--- src/logic/cctr_pkg.sv ---
// Purpose: shared constants and types for the converter register bank
// Assumes: 20 MHz core clock, 8-bit registers on a byte-wide register port
// Notes: telemetry scale figures are kept for software and documentation of intent
package cctr_pkg;

  localparam logic [7:0] CCTR_DEV_ADDR_BYTE = 8'h60;

  localparam logic [7:0] CCTR_OFF_SETPOINT = 8'h00;
  localparam logic [7:0] CCTR_OFF_IND_RES = 8'h02;
  localparam logic [7:0] CCTR_OFF_SOFT_START = 8'h03;
  localparam logic [7:0] CCTR_OFF_VOUT_LOW = 8'h42;
  localparam logic [7:0] CCTR_OFF_VOUT_HIGH = 8'h43;
  localparam logic [7:0] CCTR_OFF_VIN = 8'h46;
  localparam logic [7:0] CCTR_OFF_IFAST = 8'h48;

  localparam logic [7:0] CCTR_RST_SETPOINT = 8'h46;
  localparam logic [3:0] CCTR_RST_IND_RES = 4'h0;
  localparam logic [2:0] CCTR_RST_SLEW = 3'h4;
  localparam logic [7:0] CCTR_RST_RESULT = 8'h00;
  localparam logic [11:0] CCTR_RST_RESULT12 = 12'h000;
  localparam logic [3:0] CCTR_RESERVED_NIBBLE = 4'h0;
  localparam logic [4:0] CCTR_RESERVED_CFG = 5'h00;
  localparam logic [7:0] CCTR_UNMAPPED_DATA = 8'h00;

  // field positions
  localparam int CCTR_IND_RES_LSB = 4;
  localparam int CCTR_SLEW_MSB = 2;

  // scale figures: setpoint step, result full scales
  localparam int CCTR_SETPOINT_STEP_MV = 10;
  localparam int CCTR_VOUT_FULL_MV = 2550;
  localparam int CCTR_VOUT_FULL_CODE = 4095;
  localparam int CCTR_VIN_FULL_MV = 20400;
  localparam int CCTR_VIN_FULL_CODE = 255;
  localparam int CCTR_IND_RES_BASE_UOHM = 14600;
  localparam int CCTR_IND_RES_STEP_UOHM = 800;

  // fast current refresh period
  localparam int CCTR_CLK_PERIOD_NS = 50;
  localparam int CCTR_IFAST_PERIOD_NS = 32000;
  localparam int CCTR_IFAST_CYCLES = CCTR_IFAST_PERIOD_NS / CCTR_CLK_PERIOD_NS;
  localparam int CCTR_IFAST_CW = 10;
  localparam logic [9:0] CCTR_IFAST_LAST = 10'(CCTR_IFAST_CYCLES - 1);

  typedef struct packed {
    logic wr;
    logic rd;
    logic [7:0] addr;
    logic [7:0] wdata;
  } cctr_req_t;

  typedef enum logic [1:0] {
    CCTR_LOCK_FREE = 2'b01,
    CCTR_LOCK_HELD = 2'b10
  } cctr_lock_t;

endpackage

--- src/logic/cctr_result_hold.sv ---
// Purpose: holds a 12-bit conversion result until both of its bytes were read
// Assumes: byte read pulses come from the register port, one cycle each
// Notes: a fresh sample offered while held is dropped, not queued
`timescale 1ns/1ps
module cctr_result_hold (
  input wire logic clk_i,
  input wire logic rst_n_i,
  input wire logic ce_i,
  input wire logic [11:0] sample_i,
  input wire logic sample_valid_i,
  input wire logic low_read_i,
  input wire logic high_read_i,
  output logic [11:0] result_o
);

  cctr_pkg::cctr_lock_t state;
  logic low_done;
  logic high_done;
  logic take;

  assign take = sample_valid_i && (state == cctr_pkg::CCTR_LOCK_FREE);

  always_ff @(posedge clk_i or negedge rst_n_i) begin
    if (!rst_n_i) begin
      result_o <= cctr_pkg::CCTR_RST_RESULT12;
    end else if (ce_i && take) begin
      result_o <= sample_i;
    end
  end

  // a read in the load cycle belongs to the old value, so load clears both marks
  always_ff @(posedge clk_i or negedge rst_n_i) begin
    if (!rst_n_i) begin
      low_done <= 1'b0;
      high_done <= 1'b0;
    end else if (ce_i) begin
      if (take) begin
        low_done <= 1'b0;
        high_done <= 1'b0;
      end else begin
        if (low_read_i) begin
          low_done <= 1'b1;
        end
        if (high_read_i) begin
          high_done <= 1'b1;
        end
      end
    end
  end

  always_ff @(posedge clk_i or negedge rst_n_i) begin
    if (!rst_n_i) begin
      state <= cctr_pkg::CCTR_LOCK_FREE;
    end else if (ce_i) begin
      case (state)
        cctr_pkg::CCTR_LOCK_FREE: begin
          if (take) begin
            state <= cctr_pkg::CCTR_LOCK_HELD; // RULE10
          end
        end
        cctr_pkg::CCTR_LOCK_HELD: begin
          if ((low_done || low_read_i) && (high_done || high_read_i)) begin
            state <= cctr_pkg::CCTR_LOCK_FREE; // RULE10
          end
        end
        default: begin
          state <= cctr_pkg::CCTR_LOCK_FREE;
        end
      endcase
    end
  end

endmodule

--- src/logic/cctr_regs.sv ---
// Purpose: register bank for converter settings and telemetry results
// Assumes: a serial front end decodes bytes and offers one-cycle register strobes
// Notes: reserved bits are not stored and read back as their initial zero
//
// Behaviour
// RULE1: the bank answers the address byte 0x60 with the direction bit in bit 0.
// RULE2: the host keeps reserved bits at their initial values when it writes.
// RULE3: the setpoint is read/write, resets to 0x46, and steps 10 mV per code.
// RULE4: bits 7:4 at 0x02 hold a read/write inductor resistance code, 14.6 to 26.6 mOhm.
// RULE5: the inductor resistance code is loaded with its production value at test.
// RULE6: bits 2:0 at 0x03 choose the slew rate, reset 100, halving per code.
// RULE7: bits 7:4 at 0x42 show the low four bits of the output voltage result.
// RULE8: the byte at 0x43 shows the high eight bits of the output voltage result.
// RULE9: the output voltage code is linear with 4095 at 2.55 V.
// RULE10: a 12-bit result stays frozen until both of its bytes were read.
// RULE11: the input voltage result sits at 0x46 and resets to zero.
// RULE12: the input voltage code is linear with 255 at 20.4 V.
// RULE13: the fast current result refreshes every 32 us.
// RULE14: writes to result registers are ignored.
`timescale 1ns/1ps
module cctr_regs (
  input wire logic clk_i,
  input wire logic reset_n_i,
  input wire logic ce_i,
  input wire logic [7:0] addr_byte_i,
  output logic addr_match_o,
  input wire cctr_pkg::cctr_req_t req_i,
  output logic [7:0] rdata_o,
  input wire logic trim_load_i,
  input wire logic [3:0] trim_code_i,
  input wire logic [11:0] vout_sample_i,
  input wire logic vout_sample_valid_i,
  input wire logic [7:0] vin_sample_i,
  input wire logic vin_sample_valid_i,
  input wire logic [7:0] ifast_sample_i,
  output logic [7:0] output_voltage_setpoint_o,
  output logic [3:0] inductor_resistance_code_o,
  output logic [2:0] slew_select_o
);

  logic rst_meta;
  logic rst_n;
  logic [7:0] output_voltage_setpoint;
  logic [3:0] inductor_resistance_code;
  logic [2:0] slew_select;
  logic [11:0] output_voltage_result;
  logic [7:0] input_voltage_result;
  logic [7:0] fast_current_result;
  logic [9:0] ifast_count;
  logic low_read;
  logic high_read;
  logic [7:0] next_rdata;

  function automatic logic hit(input cctr_pkg::cctr_req_t r, input logic [7:0] off);
    hit = (r.addr == off);
  endfunction

  always_ff @(posedge clk_i or negedge reset_n_i) begin
    if (!reset_n_i) begin
      rst_meta <= 1'b0;
      rst_n <= 1'b0;
    end else begin
      rst_meta <= 1'b1;
      rst_n <= rst_meta;
    end
  end

  // the front end acks on this; both directions share the upper seven bits
  assign addr_match_o = (addr_byte_i[7:1] == cctr_pkg::CCTR_DEV_ADDR_BYTE[7:1]); // RULE1

  always_ff @(posedge clk_i or negedge rst_n) begin
    if (!rst_n) begin
      output_voltage_setpoint <= cctr_pkg::CCTR_RST_SETPOINT; // RULE3
    end else if (ce_i && req_i.wr && hit(req_i, cctr_pkg::CCTR_OFF_SETPOINT)) begin
      output_voltage_setpoint <= req_i.wdata; // RULE3
    end
  end

  // production trim wins over a host write in the same cycle
  always_ff @(posedge clk_i or negedge rst_n) begin
    if (!rst_n) begin
      inductor_resistance_code <= cctr_pkg::CCTR_RST_IND_RES;
    end else if (ce_i) begin
      if (trim_load_i) begin
        inductor_resistance_code <= trim_code_i; // RULE5
      end else if (req_i.wr && hit(req_i, cctr_pkg::CCTR_OFF_IND_RES)) begin
        inductor_resistance_code <= req_i.wdata[7:cctr_pkg::CCTR_IND_RES_LSB]; // RULE4
      end
    end
  end

  always_ff @(posedge clk_i or negedge rst_n) begin
    if (!rst_n) begin
      slew_select <= cctr_pkg::CCTR_RST_SLEW;
    end else if (ce_i && req_i.wr && hit(req_i, cctr_pkg::CCTR_OFF_SOFT_START)) begin
      slew_select <= req_i.wdata[cctr_pkg::CCTR_SLEW_MSB:0]; // RULE6
    end
  end

  assign output_voltage_setpoint_o = output_voltage_setpoint;
  assign inductor_resistance_code_o = inductor_resistance_code;
  assign slew_select_o = slew_select;

  // only reads mark a byte as taken; writes to results touch nothing
  assign low_read = ce_i && req_i.rd && hit(req_i, cctr_pkg::CCTR_OFF_VOUT_LOW); // RULE14
  assign high_read = ce_i && req_i.rd && hit(req_i, cctr_pkg::CCTR_OFF_VOUT_HIGH);

  cctr_result_hold u_vout_hold (
    .clk_i(clk_i),
    .rst_n_i(rst_n),
    .ce_i(ce_i),
    .sample_i(vout_sample_i), // RULE9
    .sample_valid_i(vout_sample_valid_i),
    .low_read_i(low_read),
    .high_read_i(high_read),
    .result_o(output_voltage_result)
  );

  always_ff @(posedge clk_i or negedge rst_n) begin
    if (!rst_n) begin
      input_voltage_result <= cctr_pkg::CCTR_RST_RESULT; // RULE11
    end else if (ce_i && vin_sample_valid_i) begin
      input_voltage_result <= vin_sample_i; // RULE12
    end
  end

  // free-running period; sampling is independent of host reads
  always_ff @(posedge clk_i or negedge rst_n) begin
    if (!rst_n) begin
      ifast_count <= '0;
      fast_current_result <= cctr_pkg::CCTR_RST_RESULT;
    end else if (ce_i) begin
      if (ifast_count == cctr_pkg::CCTR_IFAST_LAST) begin
        ifast_count <= '0;
        fast_current_result <= ifast_sample_i; // RULE13
      end else begin
        ifast_count <= ifast_count + 10'h001;
      end
    end
  end

  always_comb begin
    case (req_i.addr)
      cctr_pkg::CCTR_OFF_SETPOINT: next_rdata = output_voltage_setpoint;
      cctr_pkg::CCTR_OFF_IND_RES: next_rdata = {inductor_resistance_code,
                                               cctr_pkg::CCTR_RESERVED_NIBBLE};
      cctr_pkg::CCTR_OFF_SOFT_START: next_rdata = {cctr_pkg::CCTR_RESERVED_CFG, slew_select};
      cctr_pkg::CCTR_OFF_VOUT_LOW: next_rdata = {output_voltage_result[3:0],
                                                cctr_pkg::CCTR_RESERVED_NIBBLE}; // RULE7
      cctr_pkg::CCTR_OFF_VOUT_HIGH: next_rdata = output_voltage_result[11:4]; // RULE8
      cctr_pkg::CCTR_OFF_VIN: next_rdata = input_voltage_result;
      cctr_pkg::CCTR_OFF_IFAST: next_rdata = fast_current_result;
      default: next_rdata = cctr_pkg::CCTR_UNMAPPED_DATA;
    endcase
  end

  always_ff @(posedge clk_i or negedge rst_n) begin
    if (!rst_n) begin
      rdata_o <= cctr_pkg::CCTR_UNMAPPED_DATA;
    end else if (ce_i && req_i.rd) begin
      rdata_o <= next_rdata;
    end
  end

endmodule

--- config.mk ---
export PLATFORM = sky130hd
export DESIGN_NAME = cctr_regs
export DESIGN_NICKNAME = d
export VERILOG_FILES = /design/src/logic/cctr_pkg.sv /design/src/logic/cctr_result_hold.sv /design/src/logic/cctr_regs.sv
export SDC_FILE = /design/constraint.sdc
export NUM_CORES = 1
export LEC_CHECK = 0
export BUFFER_PORTS_ARGS = -buffer_cell sky130_fd_sc_hd__buf_2
export CORE_ASPECT_RATIO = 2
export CORE_MARGIN = 3
export CORE_UTILIZATION = 54
export CTS_BUF_LIST = sky130_fd_sc_hd__clkbuf_2
export CTS_CLUSTER_DIAMETER = 80
export DETAILED_ROUTE_END_ITERATION = 8
export GPL_TIMING_DRIVEN = 0
export MAX_ROUTING_LAYER = met4
export PLACE_DENSITY = 0.91
export RECOVER_POWER = 50
export REMOVE_ABC_BUFFERS = 1
export SLEW_MARGIN = 20
export SYNTH_ARGS = -nofsm -noshare
export SYNTH_HDL_FRONTEND = slang
export SYNTH_SLANG_ARGS = --single-unit
--- constraint.sdc ---
create_clock -name clk_i -period 2.8 [get_ports clk_i]
set_input_delay 0.14 -clock clk_i [delete_from_list [all_inputs] [get_ports clk_i]]
set_output_delay 0.14 -clock clk_i [all_outputs]
set_load 0.02 [all_outputs]
# Yosys cells after proc, flatten, opt, wreduce, memory -nomap -nowiden
# Cells that the tools add are included.
word_totals:
  regBits: 67
  inputBits: 64
  out_inout_bits: 24
  word_cells: 59
op_classes:
  n_addsub: 1
  n_eq_ne: 12
  n_mux: 11
  reduce_logical: 22
op_table:
  columns: ["op", "n"]
  rows:
  - ["one-hot mux 8 bit (7 select lines)", 1]
  - ["equality test 8 x 7 -> 1 bit, second input constant", 4]
  - ["equality test 8 x 2 -> 1 bit, second input constant", 2]
  - ["logical AND 1 bit", 11]
  - ["adder 10 x 1 -> 10 bit, second input constant", 1]
  - ["equality test 10 bit, second input constant", 1]
  - ["2-to-1 mux 10 bit", 1]
  - ["logical NOT 8 bit", 1]
  - ["2-to-1 mux 4 bit", 2]
  - ["AND reduction 2 bit", 4]
  - ["equality test 7 x 6 -> 1 bit, second input constant", 1]
  - ["nonzero test 2 bit", 3]
  - ["2-to-1 mux 1 bit", 4]
  - ["2-to-1 mux 2 bit", 2]
  - ["!= test 2 x 1 -> 1 bit, second input constant", 2]
  - ["one-hot mux 2 bit (2 select lines)", 1]
  - ["AND reduction 3 bit", 1]
  - ["equality test 2 x 1 -> 1 bit, second input constant", 1]
  - ["equality test 2 bit, second input constant", 1]
  - ["logical OR 1 bit", 2]

# Depth between registers and ports, before layout
# Gate-level depths: netlist (run 1).
depth:
  depth_word: 6
  depth_mapped: 7
  ltp_nobuf: 6

# Modules after synthesis
# Synthesis (run 1) repeated with hierarchy kept, for this count alone.
unflattened:
  cells_unflattened: 256
  hier_area_um2: 3218.1
modules_own_cells:
  columns: ["mod", "n_inst", "cells_per_inst", "area_per_inst_um2"]
  rows:
  - ["cctr_regs", 1, 215, 2561.2]
  - ["cctr_result_hold", 1, 41, 656.9]

# Least setup slack after synthesis (run 1)
# OpenSTA, ideal clock, no wires.
synth_timing:
  path_type: "reg2reg"
  start: "register ifast_count[0]"
  end: "register fast_current_result[1]"
  arrival_time_ns: 1.562
  t_required_ns: 2.675
  setup_slack_ns: 1.113
  stages_incl_launch_ff: 7
  path_buffers: 1
  cell_sequence: "dfrtp_1 ha_1 nor4bb_1 and2_1 and2_1 buf_2 mux2_2"
synth_between:
  elab_chain_cells: 2
synth_lines:
  columns: ["element", "line", "rtl"]
  rows:
  - ["start: declaration", "cctr_regs.sv:49", "logic [9:0] ifast_count;"]
  - ["start signal: assignment", "cctr_regs.sv:137", "ifast_count <= ifast_count + 10'h001;"]
  - ["equality test 10 bit", "cctr_regs.sv:133", "if (ifast_count == cctr_pkg::CCTR_IFAST_LAST) begin"]
  - ["AND reduction 2 bit (no source line)", null, null]
  - ["end signal: assignment", "cctr_regs.sv:131", "fast_current_result <= cctr_pkg::CCTR_RST_RESULT;"]
  - ["end signal: assignment", "cctr_regs.sv:135", "fast_current_result <= ifast_sample_i;"]
  - ["end: declaration", "cctr_regs.sv:48", "logic [7:0] fast_current_result;"]
# Every way passes these cells.
# A chain may end at the register's enable or synchronous reset.

# Final worst setup path (run 1)
layout_timing:
  start: "register ifast_count[1]"
  end: "register fast_current_result[1]"
# Same word-level chain as after synthesis.

==> impl_metrics.tcl, run 1 <==
set metrics [dict create \
    period_share 0.727 \
    grt_max_degree 58 \
    finalSetupViolations 0 \
    drive_above_1_share 0.402 \
    die_width_um 60.1 \
    yosysWarnings 0 \
    yosysUniqueCellTypes 49 \
    max_freq_ghz 0.491 \
    syn-instance-count 256 \
    worst_slew_pin_slew_ns 1.38 \
    dieArea_um2 6860 \
    place_area_um2 3640 \
    viasPerCell 5.83 \
    area_delta_synth_final_pct 30.6 \
    drt_iter0_markers 117 \
    dr.pass1.iters 4 \
    antenna_found_initial 0 \
    min_period_ns 2.04 \
    start_util 0.568 \
    wl_per_cell_um 18.8 \
    cts_hold_buf 42 \
    crit_path_top_delay_cell "and2_1" \
    stdcell_area_um2 4130 \
    ant_nets 0 \
    cts_tree "built" \
    synthDominantCellAreaShare 0.491 \
    cap_violations 0 \
    die_h_um 114 \
    core_area_um2 5560 \
    cts-root-buf "clkbuf_2" \
    synth_fa_ha_area_frac 0.00396 \
    grt_use_total 0.281 \
    path_class "flip-flop to flip-flop" \
    clock_sinks 67 \
    wirelength_um 8410 \
    grt_first_pass_wirelength_um 13700 \
    ys_ff_latch 67 \
    synth.most_common_cell "dfrtp_1" \
    yosys-top-cells-area "dfrtp_1 (49%), mux2_2 (16%), dfstp_2 (4.2%)" \
    cts_buffer_depth 2 \
    synthMuxAreaShare 0.194 \
    crit_buf_inv 0 \
    synth_compound_area_frac 0.0946 \
    tns_ns 0 \
    synth_top_family_by_area "multiplexers" \
    post-synth-top-area-cell "dfrtp_1" \
    hold_path.class "input port to flip-flop" \
    gp_congestion 0.847 \
    synth_edf_count 0 \
    status "complete, no violations" \
    cpMostUsedCell "and2_1" \
    synth_commonest_cells "dfrtp_1 (62), mux2_2 (46), nor2_1 (16)" \
    vias 2613 \
    postSynth.asyncResetShare 1.00 \
    dp_hpwl_um 5690 \
    placed_cells 391 \
    post-route-drc-count 0 \
    crit_fanout 11 \
    ios 88 \
    crit_family "simple AND/OR/NAND/NOR gates" \
    worst_ep_arrival_time_ns 2.42 \
    peakVddDrop_mv 0.556 \
    critPathMaxStageDelay_ns 0.45 \
    cts-resized-gates 0 \
    crit_path_start_kind "flip-flop" \
    gr-total-overflow 0 \
    rsz0062_at_grt "false" \
    synth.cell_area_um2 3160 \
    cts.clk_slew.worst_paths_ns 0.16 \
    antenna_cells 0 \
    nNetsFinal 449 \
    numCtsBuffers 9 \
    port_buffers 86 \
    cts_setup_buffers 0 \
    worstPathCellList "ha_1 -> nor4bb_1 -> and2_1 -> and2_1 -> mux2_2" \
    endpoint_kind "flip-flop" \
    clock_latency_ns 0.48 \
    hold_violations 0 \
    fp-row-count 38 \
    p_leak_nw 1.98 \
    grt_pass1_vias 2908 \
    p_per_area_nw_per_um2 563 \
    ys_seq_area_frac 0.532 \
    synthSimpleGateAreaFrac 0.133 \
    relSlewSlack 0.0794 \
    synth-xor-area-share 0.0194 \
    htree_levels 3 \
    cp_data_required_time_ns 3.18 \
    power_mw 2.32 \
    finalNonFillerCells 448 \
    final_max_slew_viol_count 0 \
    fin_skew_ns 0.0115 \
    postSynthAreaPerCell_um2 12.3 \
    synthFlopType "dfrtp_1" \
]
==> kinds of logic (layout without fill, tap and decap cells) <==
kind of cell | after synthesis | after routing
other | 1 | 1
flip-flops | 67 | 67
adder cells (fa/ha/maj) | 1 | 1
XOR/XNOR | 7 | 7
multiplexers | 55 | 55
AO/OA/AOI/OAI | 40 | 40
buffers and inverters | 14 | 146
AND/OR/NAND/NOR | 71 | 71
==> layer usage <==
| metal | vias up | GRT usage | part of all wire |
|---|---|---|---|
| met2 | 112 | 0.471 | 0.55 |
| met1 | 1270 | 0.291 | 0.34 |
| met4 | 0 | 0.188 | 0.063 |
| met3 | 39 | 0.0384 | 0.044 |
| li1 | 1192 | - | - |
| met5 | - | - | 0 |
==> worst reg2reg max path: cells and delay by family, from the launching register on <==
family / cells / cell delay (ns)
simple gates: 3 / 0.88
flops: 1 / 0.40
mux: 1 / 0.40
fa+ha+maj: 1 / 0.26
==> final timing paths <==
path                                            startpoint                                       end  slack (ns)  cells after the start
worst max-delay path            ifast_count[1]$_DFFE_PN0P_        fast_current_result[1]$_DFFE_PN0P_        0.76                      5
min in group asynchronous                  rst_n$_DFF_PN0_        fast_current_result[7]$_DFFE_PN0P_        0.14                      0
worst min register to register             rst_n$_DFF_PN0_        fast_current_result[7]$_DFFE_PN0P_        0.14                      0
max in group asynchronous                  rst_n$_DFF_PN0_  output_voltage_setpoint_o[0]$_DFFE_PN0P_        1.00                      1
worst min-delay path                             req_i[15]                    rdata_o[5]$_DFFE_PN0N_        0.04                      4
worst max register to register  ifast_count[1]$_DFFE_PN0P_        fast_current_result[1]$_DFFE_PN0P_        0.76                      5
==> power breakdown <==
part	leakage [nW]	total, mW	internal, mW	switching (mW)
Combinational	1.08	0.524	0.284	0.240
Clock	0.0669	0.517	0.203	0.314
Sequential	0.837	1.28	1.15	0.130
Total	1.98	2.32	1.64	0.683
==> final cells by class <==
| type | instances | area [µm²] |
|---|---|---|
| Clock buffer | 11 | 55.1 |
| Timing Repair Buffer | 129 | 855 |
| Inverter | 2 | 7.51 |
| Multi-Input combinational cell | 175 | 1410 |
| Sequential cell | 67 | 1680 |
| Fill cell | 378 | 1440 |
| Tap cell | 60 | 75.1 |
| Clock inverter | 4 | 42.5 |
==> flip-flops by register name, indices dropped and copies added (netlist names), 2 cells and up <==
name and flops:
u_vout_hold.state 2, output_voltage_setpoint_o 8, fast_current_result 8, input_voltage_result 8
slew_select_o 3, rdata_o 8, ifast_count 10, u_vout_hold.result_o 12
inductor_resistance_code_o 4
==> cell usage in the layout (no fill, tap or decap), drive strengths merged, types with 6 or more instances in the layout <==
cell and n:
nor2b 9, nand3 6, mux2 50, o21ai 6
nor2 17, a22o 6, nand2 12, clkbuf 13
nand4 6, dfrtp 62, and2 6, dlygate4sd3 42
buf 85
==> through the flow <==
stage                     hold slack, ns  setup WS [ns]  utilization
after floorplan                   -0.156          0.805            -
after global placement           -0.0745          0.219        0.648
after detailed placement         -0.0728          0.752        0.654
after CTS                         0.0106          0.767        0.747
after global routing              0.0399          0.600        0.742
final                             0.0430          0.765        0.742
(Power assumes the default switching activity.)
==> inputs of run 2 (changes only) <==
--- a/config.mk
+++ b/config.mk
@@ -5,6 +5,7 @@
 export SDC_FILE = /design/constraint.sdc
 export NUM_CORES = 1
 export LEC_CHECK = 0
+export ABC_AREA = 1
 export BUFFER_PORTS_ARGS = -buffer_cell sky130_fd_sc_hd__buf_2
 export CORE_ASPECT_RATIO = 2
 export CORE_MARGIN = 3
==> constraint.sdc (replaced) <==
create_clock -name clk_i -period 2.06 [get_ports clk_i]
set_input_delay 0.103 -clock clk_i [delete_from_list [all_inputs] [get_ports clk_i]]
set_output_delay 0.103 -clock clk_i [all_outputs]
set_load 0.02 [all_outputs]
==> run 2 against run 1 <==
  * The run now ends with hold timing left
  * Non-clock buffer count is 6 higher
  * Largest power group unchanged
  * Via count is 25% higher
  * Design area is 4.9% higher
  * Synthesized area is 4.8% higher
==> impl_metrics.tcl, run 2 <==
set metrics [dict create \
    status "finished, violations left" \
    violations "hold timing" \
    tns_ns 0 \
    die_width_um 61.4 \
    multi_input_area_um2 1420 \
    synth.cell_area_um2 3310 \
    antenna_found_initial 1 \
    area_delta_synth_final_pct 30.8 \
    cts.clk_slew.worst_paths_ns 0.19 \
    fin_skew_ns 0.0297 \
    ant_nets 0 \
    worst_ep_arrival_time_ns 2.13 \
    nNetsFinal 606 \
    cts_buffer_depth 2 \
    fp-row-count 39 \
    critPathMaxStageDelay_ns 0.60 \
    crit_path_top_delay_cell "dfstp_2" \
    top_regs "u_vout_hold.result_o x12, ifast_count x10" \
    syn-instance-count 403 \
    start_util 0.570 \
    yosys-top-cells-area "dfrtp_1 (47%), nand2_1 (16%), nand3_1 (6.2%)" \
    r2r_slack_ns 0.38 \
    ys_ff_latch 67 \
    path_class "flip-flop to flip-flop" \
    dieArea_um2 7160 \
    wirelength_um 8840 \
    final_cell_mix "nand2_1 (137), buf_2 (86), dfrtp_1 (62)" \
    port_buffers 86 \
    hold_path.class "input port to flip-flop" \
    cts_setup_buffers 0 \
    clock_latency_ns 0.50 \
    gp_congestion 0.875 \
    peakVddDrop_mv 0.584 \
    crit_family "flip-flops" \
    grt_first_pass_wirelength_um 14400 \
    crit_start "u_vout_hold.state[0]$_DFFE_PN1P_" \
    clock_sinks 67 \
    wl_per_cell_um 14.6 \
    final_max_slew_viol_count 0 \
    dr.pass1.iters 4 \
    rr_endpoint "u_vout_hold.result_o[4]$_DFFE_PN0P_" \
    grt_pass1_vias 3289 \
    grt_max_degree 51 \
    relSlewSlack 0.530 \
    crit_fanout 14 \
    crit_buf_inv 1 \
    viasPerCell 5.38 \
    gr-total-overflow 0 \
    p_leak_nw 2.35 \
    rsz0062_at_grt "false" \
    rr_worst_depth 4 \
    postSynthAreaPerCell_um2 8.22 \
    grt_use_total 0.279 \
    post-synth-top-area-cell "dfrtp_1" \
    synth_commonest_cells "nand2_1 (137), dfrtp_1 (62), nor2_1 (50)" \
    cts_tree "built" \
    postSynth.asyncResetShare 1.00 \
    synthDominantCellAreaShare 0.469 \
    core_area_um2 5810 \
    htree_levels 3 \
    p_per_area_nw_per_um2 712 \
    ys_seq_area_frac 0.508 \
    synth.most_common_cell "nand2_1" \
    regArea_um2 1680 \
    period_share 0.816 \
    endpoint_kind "flip-flop" \
    max_freq_ghz 0.595 \
    die_h_um 117 \
    yosysWarnings 0 \
    drt_iter0_markers 186 \
    yosysUniqueCellTypes 32 \
    cpMostUsedCell "nand2_1" \
    hold_violations 1 \
    holdWs_ns -0.000550 \
    final_common_cell "nand2_1" \
    ios 88 \
    cap_violations 0 \
    synth_edf_count 0 \
    cp_data_required_time_ns 2.51 \
    vias 3266 \
    min_period_ns 1.68 \
    dp_hpwl_um 6040 \
    post-route-drc-count 0 \
    synthFlopType "dfrtp_1" \
    crit_path_start_kind "flip-flop" \
    cp_num_cells 4 \
    largest_reg_flops 12 \
    cts-root-buf "clkbuf_2" \
    numCtsBuffers 9 \
    worstReg2RegStart "u_vout_hold.state[0]$_DFFE_PN1P_" \
    finalSetupViolations 0 \
    regMostFlops "u_vout_hold.result_o" \
    fillers 399 \
    worstPathCellList "nand4_2 -> inv_1 -> nand2_1 -> nand2_1" \
    worst_slew_pin_slew_ns 0.706 \
    worstSetupEndpoint "u_vout_hold.result_o[4]$_DFFE_PN0P_" \
    drive_above_1_share 0.259 \
]
==> run 2: changes by cell type after synthesis, sizes merged, moves of 4 or more <==
cell / previous run / this run
nand2: 12 / 141
mux2: 50 / 8
nor2: 17 / 56
nand3: 6 / 42
inv: 2 / 33
nor2b: 9 / 0
o21ai: 6 / 15
a21oi: 4 / 11
a22o: 6 / 0
a22oi: 5 / 0
a31oi: 5 / 0
and2: 6 / 1
mux2i: 5 / 0
o2bb2ai: 4 / 0
==> run 2: per-layer routing <==
| layer | global-route usage | vias up | wire length (µm) |
|---|---|---|---|
| met5 | - | - | 0 |
| met1 | 0.301 | 1544 | 3100 |
| met3 | 0.0454 | 48 | 483 |
| met2 | 0.448 | 121 | 4700 |
| met4 | 0.195 | 0 | 553 |
| li1 | - | 1553 | - |
==> run 2: repair_timing <==
item / 4_1_cts / 5_1_grt
hold buffers: 48 / 0
endpoints found under the hold margin: 54 / 0
gates resized for setup: 0 / 0
==> run 2: worst min path at each step <==
stage                                             to       from  depth (start not counted)  slack [ns]
after global routing      ifast_count[1]$_DFFE_PN0P_       ce_i                          3       0.009
after CTS                 ifast_count[1]$_DFFE_PN0P_       ce_i                          3       0.007
final                     ifast_count[1]$_DFFE_PN0P_       ce_i                          3     -0.0005
after floorplan                   rst_meta$_DFF_PN0_  reset_n_i                          0       -0.19
after detailed placement          rst_meta$_DFF_PN0_  reset_n_i                          1       -0.11
after global placement            rst_meta$_DFF_PN0_  reset_n_i                          1       -0.11
==> run 2: worst min-delay path: cells and delay by family <==
family	cells	cell delay, ns
buf+inv	1	0.21
simple gates	2	0.16
==> run 2: per-stage QoR <==
step / utilization / cells / setup WS (ns) / instance area, µm² / power, mW
after CTS: 0.749 / 606 / 0.387 / 4350 / 3.07
after global placement: 0.648 / 542 / -0.539 / 3760 / 2.37
after floorplan: - / 395 / 0.0649 / 3250 / 2.19
after global routing: 0.746 / 607 / 0.201 / 4330 / 3.27
after detailed placement: 0.653 / 543 / 0.431 / 3790 / 2.43
final: 0.746 / 607 / 0.380 / 4330 / 3.08
==> run 2: where the power goes <==
part	switching, mW	internal (mW)	total, mW
clock network	0.440	0.153	0.594
logic	0.393	0.313	0.706
registers	0.208	1.58	1.78
total	1.04	2.04	3.08
==> run 2: final cells by class <==
class                      instances  area share
inverter                          35      0.0306
antenna                            1    0.000578
multi-input combinational        293       0.329
clock inverter                     4     0.00433
sequential                        67       0.389
timing repair buffer             135       0.217
tap                               61      0.0176
clock buffer                      11      0.0127
==> run 2: cells by family after synthesis <==
logic type / after synthesis / synth area share
mux: 8 / 0.0272
xor+xnor: 6 / 0.0159
fa+ha+maj: 1 / 0.00378
compound gates: 26 / 0.0472
buf+inv: 43 / 0.0571
flops: 67 / 0.508
other cells: 1 / 0.00113
simple gates: 251 / 0.339
==> inputs of run 3 (changes only) <==
--- a/config.mk
+++ b/config.mk
@@ -9,13 +9,13 @@
 export BUFFER_PORTS_ARGS = -buffer_cell sky130_fd_sc_hd__buf_2
 export CORE_ASPECT_RATIO = 2
 export CORE_MARGIN = 3
-export CORE_UTILIZATION = 54
+export CORE_UTILIZATION = 49
 export CTS_BUF_LIST = sky130_fd_sc_hd__clkbuf_2
 export CTS_CLUSTER_DIAMETER = 80
 export DETAILED_ROUTE_END_ITERATION = 8
 export GPL_TIMING_DRIVEN = 0
 export MAX_ROUTING_LAYER = met4
-export PLACE_DENSITY = 0.91
+export PLACE_DENSITY = 0.87
 export RECOVER_POWER = 50
 export REMOVE_ABC_BUFFERS = 1
 export SLEW_MARGIN = 20
==> constraint.sdc (replaced) <==
create_clock -name clk_i -period 1.4 [get_ports clk_i]
set_input_delay 0.07 -clock clk_i [delete_from_list [all_inputs] [get_ports clk_i]]
set_output_delay 0.07 -clock clk_i [all_outputs]
set_load 0.02 [all_outputs]
==> run 3 against run 2 <==
  * The run now ends clean
  * Via count up 4.3%
  * First-iteration DRC count up 52%
  * Sequential share of layout area down 2.4 points
  * Clock-buffer cell count down 2
  * Combinational power up 80%
  * Worst hold slack better by 0.058 ns
  * Sequential power up 49%
  * Non-clock buffer count up 14
  * Critical path depth up 2
  * Total power up 64%
  * Fmax up 21%
  * Final cell count up 7.1%
  * Critical endpoint is now ifast_count[8]$_DFFE_PN0P_
  * Largest power group unchanged
==> impl_metrics.tcl, run 3 (synthesized netlist as in run 2, its figures left out) <==
set metrics [dict create \
    ios 88 \
    antenna_found_initial 1 \
    area_delta_synth_final_pct 39.7 \
    core_area_um2 6410 \
    drt_iter0_markers 283 \
    gp_congestion 0.904 \
    cts_tree "built" \
    nNetsFinal 623 \
    gr-total-overflow 0 \
    cts_buffer_depth 2 \
    numCtsBuffers 9 \
    rsz0062_at_grt "true" \
    final_cell_mix "nand2_1 (136), buf_2 (83), dfrtp_1 (60)" \
    grt_use_total 0.271 \
    finalSetupViolations 0 \
    top_regs "u_vout_hold.result_o x12, ifast_count x10" \
    die_h_um 122 \
    htree_levels 3 \
    finalNonFillerCells 650 \
    fin_skew_ns 0.0306 \
    vias 3406 \
    endpoint_kind "flip-flop" \
    final_common_cell "nand2_1" \
    fp-row-count 41 \
    grt_max_degree 52 \
    fillers 462 \
    dp_hpwl_um 6120 \
    path_class "flip-flop to flip-flop" \
    peakVddDrop_mv 0.850 \
    tns_ns 0 \
    clock_latency_ns 0.53 \
    crit_fanout 3 \
    crit_path_start_kind "flip-flop" \
    start_util 0.516 \
    hold_violations 0 \
    cts-root-buf "clkbuf_2" \
    grt_first_pass_wirelength_um 15600 \
    cap_violations 0 \
    drive_above_1_share 0.293 \
    dr.pass1.iters 5 \
    status "complete, no violations" \
    die_width_um 64.1 \
    placed_cells 568 \
    pre_cts_slack_ns -0.195 \
    wl_per_cell_um 15.3 \
    cts.clk_slew.worst_paths_ns 0.19 \
    ant_nets 0 \
    regMostFlops "u_vout_hold.result_o" \
    dieArea_um2 7840 \
    grt_pass1_vias 3466 \
    viasPerCell 5.24 \
    hold_path.class "input port to flip-flop" \
    post-route-util 0.721 \
    worst_slew_pin_slew_ns 0.554 \
    worst_ep_arrival_time_ns 1.81 \
    max_freq_ghz 0.719 \
    period_share 0.993 \
    relSlewSlack 0.629 \
    min_period_ns 1.39 \
    clock_sinks 67 \
    port_buffers 86 \
    p_leak_nw 2.43 \
    largest_reg_flops 12 \
    cp_data_required_time_ns 1.82 \
    final_max_slew_viol_count 0 \
    p_per_area_nw_per_um2 1090 \
    wirelength_um 9960 \
    post-route-drc-count 0 \
    setup_slack_ns 0.0101 \
]
[run 3: cell count changes in the layout (fill, tap and decap cells not counted), sizes merged]
cell,previous run,this run
bufinv,0,1
clkbuf,11,9
clkinv,6,7
clkinvlp,0,4
buf,87,95
nand4,5,6
inv,33,32
dlygate4sd3,48,54
[run 3: per-layer routing]
metal	global-route usage	share of wire	vias up
met5	-	0	-
met4	0.164	0.050	0
met3	0.0458	0.049	42
met2	0.485	0.56	166
met1	0.270	0.34	1611
li1	-	-	1587
[run 3: repair_timing]
action	CTS	global route
endpoints found under the setup margin	26	16
buffers inserted	1	7
pin swaps	1	3
gates resized for setup	6	11
endpoints found under the hold margin	57	0
hold buffers	54	0
cloned	3	0
[run 3: stage by stage]
step                hold WS [ns]  power, mW  instance area [µm²]
floorplan                 -0.226       3.22                 3250
global placement          -0.145       3.50                 3790
detailed placement        -0.142       3.58                 3820
CTS                       0.0135       4.87                 4530
global route              0.0723       5.33                 4630
finish                    0.0573       5.05                 4630
[run 3: area by class of cell]
type,instances,area (µm²),share of cell area
Sequential cell,67,1690,0.365
Timing Repair inverter,2,12.5,0.00270
Antenna cell,1,2.50,0.000541
Multi-Input combinational cell,294,1490,0.322
Timing Repair Buffer,149,1070,0.230
Tap cell,86,108,0.0233
Inverter,35,144,0.0311
Clock buffer,9,45.0,0.00974
Clock inverter,7,68.8,0.0149
[run 3: report_power, final]
part           total, mW  leakage (nW)  internal [mW]  switching (mW)
combinational       1.27          1.51          0.601           0.665
sequential          2.65         0.844           2.32           0.330
clock               1.13        0.0693          0.405           0.722
[run 3: final timing paths]
check | startpoint | to | slack [ns] | depth (start not counted)
setup reg to reg | ifast_count[1]$_DFFE_PN0P_ | ifast_count[8]$_DFFE_PN0P_ | 0.01 | 6
max in group asynchronous | rst_n$_DFF_PN0_ | u_vout_hold.state[0]$_DFFE_PN1P_ | 0.61 | 1
setup / recovery | ifast_count[1]$_DFFE_PN0P_ | ifast_count[8]$_DFFE_PN0P_ | 0.01 | 6
hold / removal | req_i[9] | u_vout_hold.low_done$_DFFE_PN0P_ | 0.06 | 5
min in group asynchronous | rst_n$_DFF_PN0_ | ifast_count[1]$_DFFE_PN0P_ | 0.20 | 0
hold reg to reg | rst_n$_DFF_PN0_ | ifast_count[1]$_DFFE_PN0P_ | 0.20 | 0
[run 3: worst max-delay path: stages, from the launching register on]
cell and delay, ns:
dfrtp_1 0.40, ha_2 0.21, nand2_4 0.08, buf_4 0.15, nor3_2 0.19, nand3_1 0.11, xnor2_1 0.15
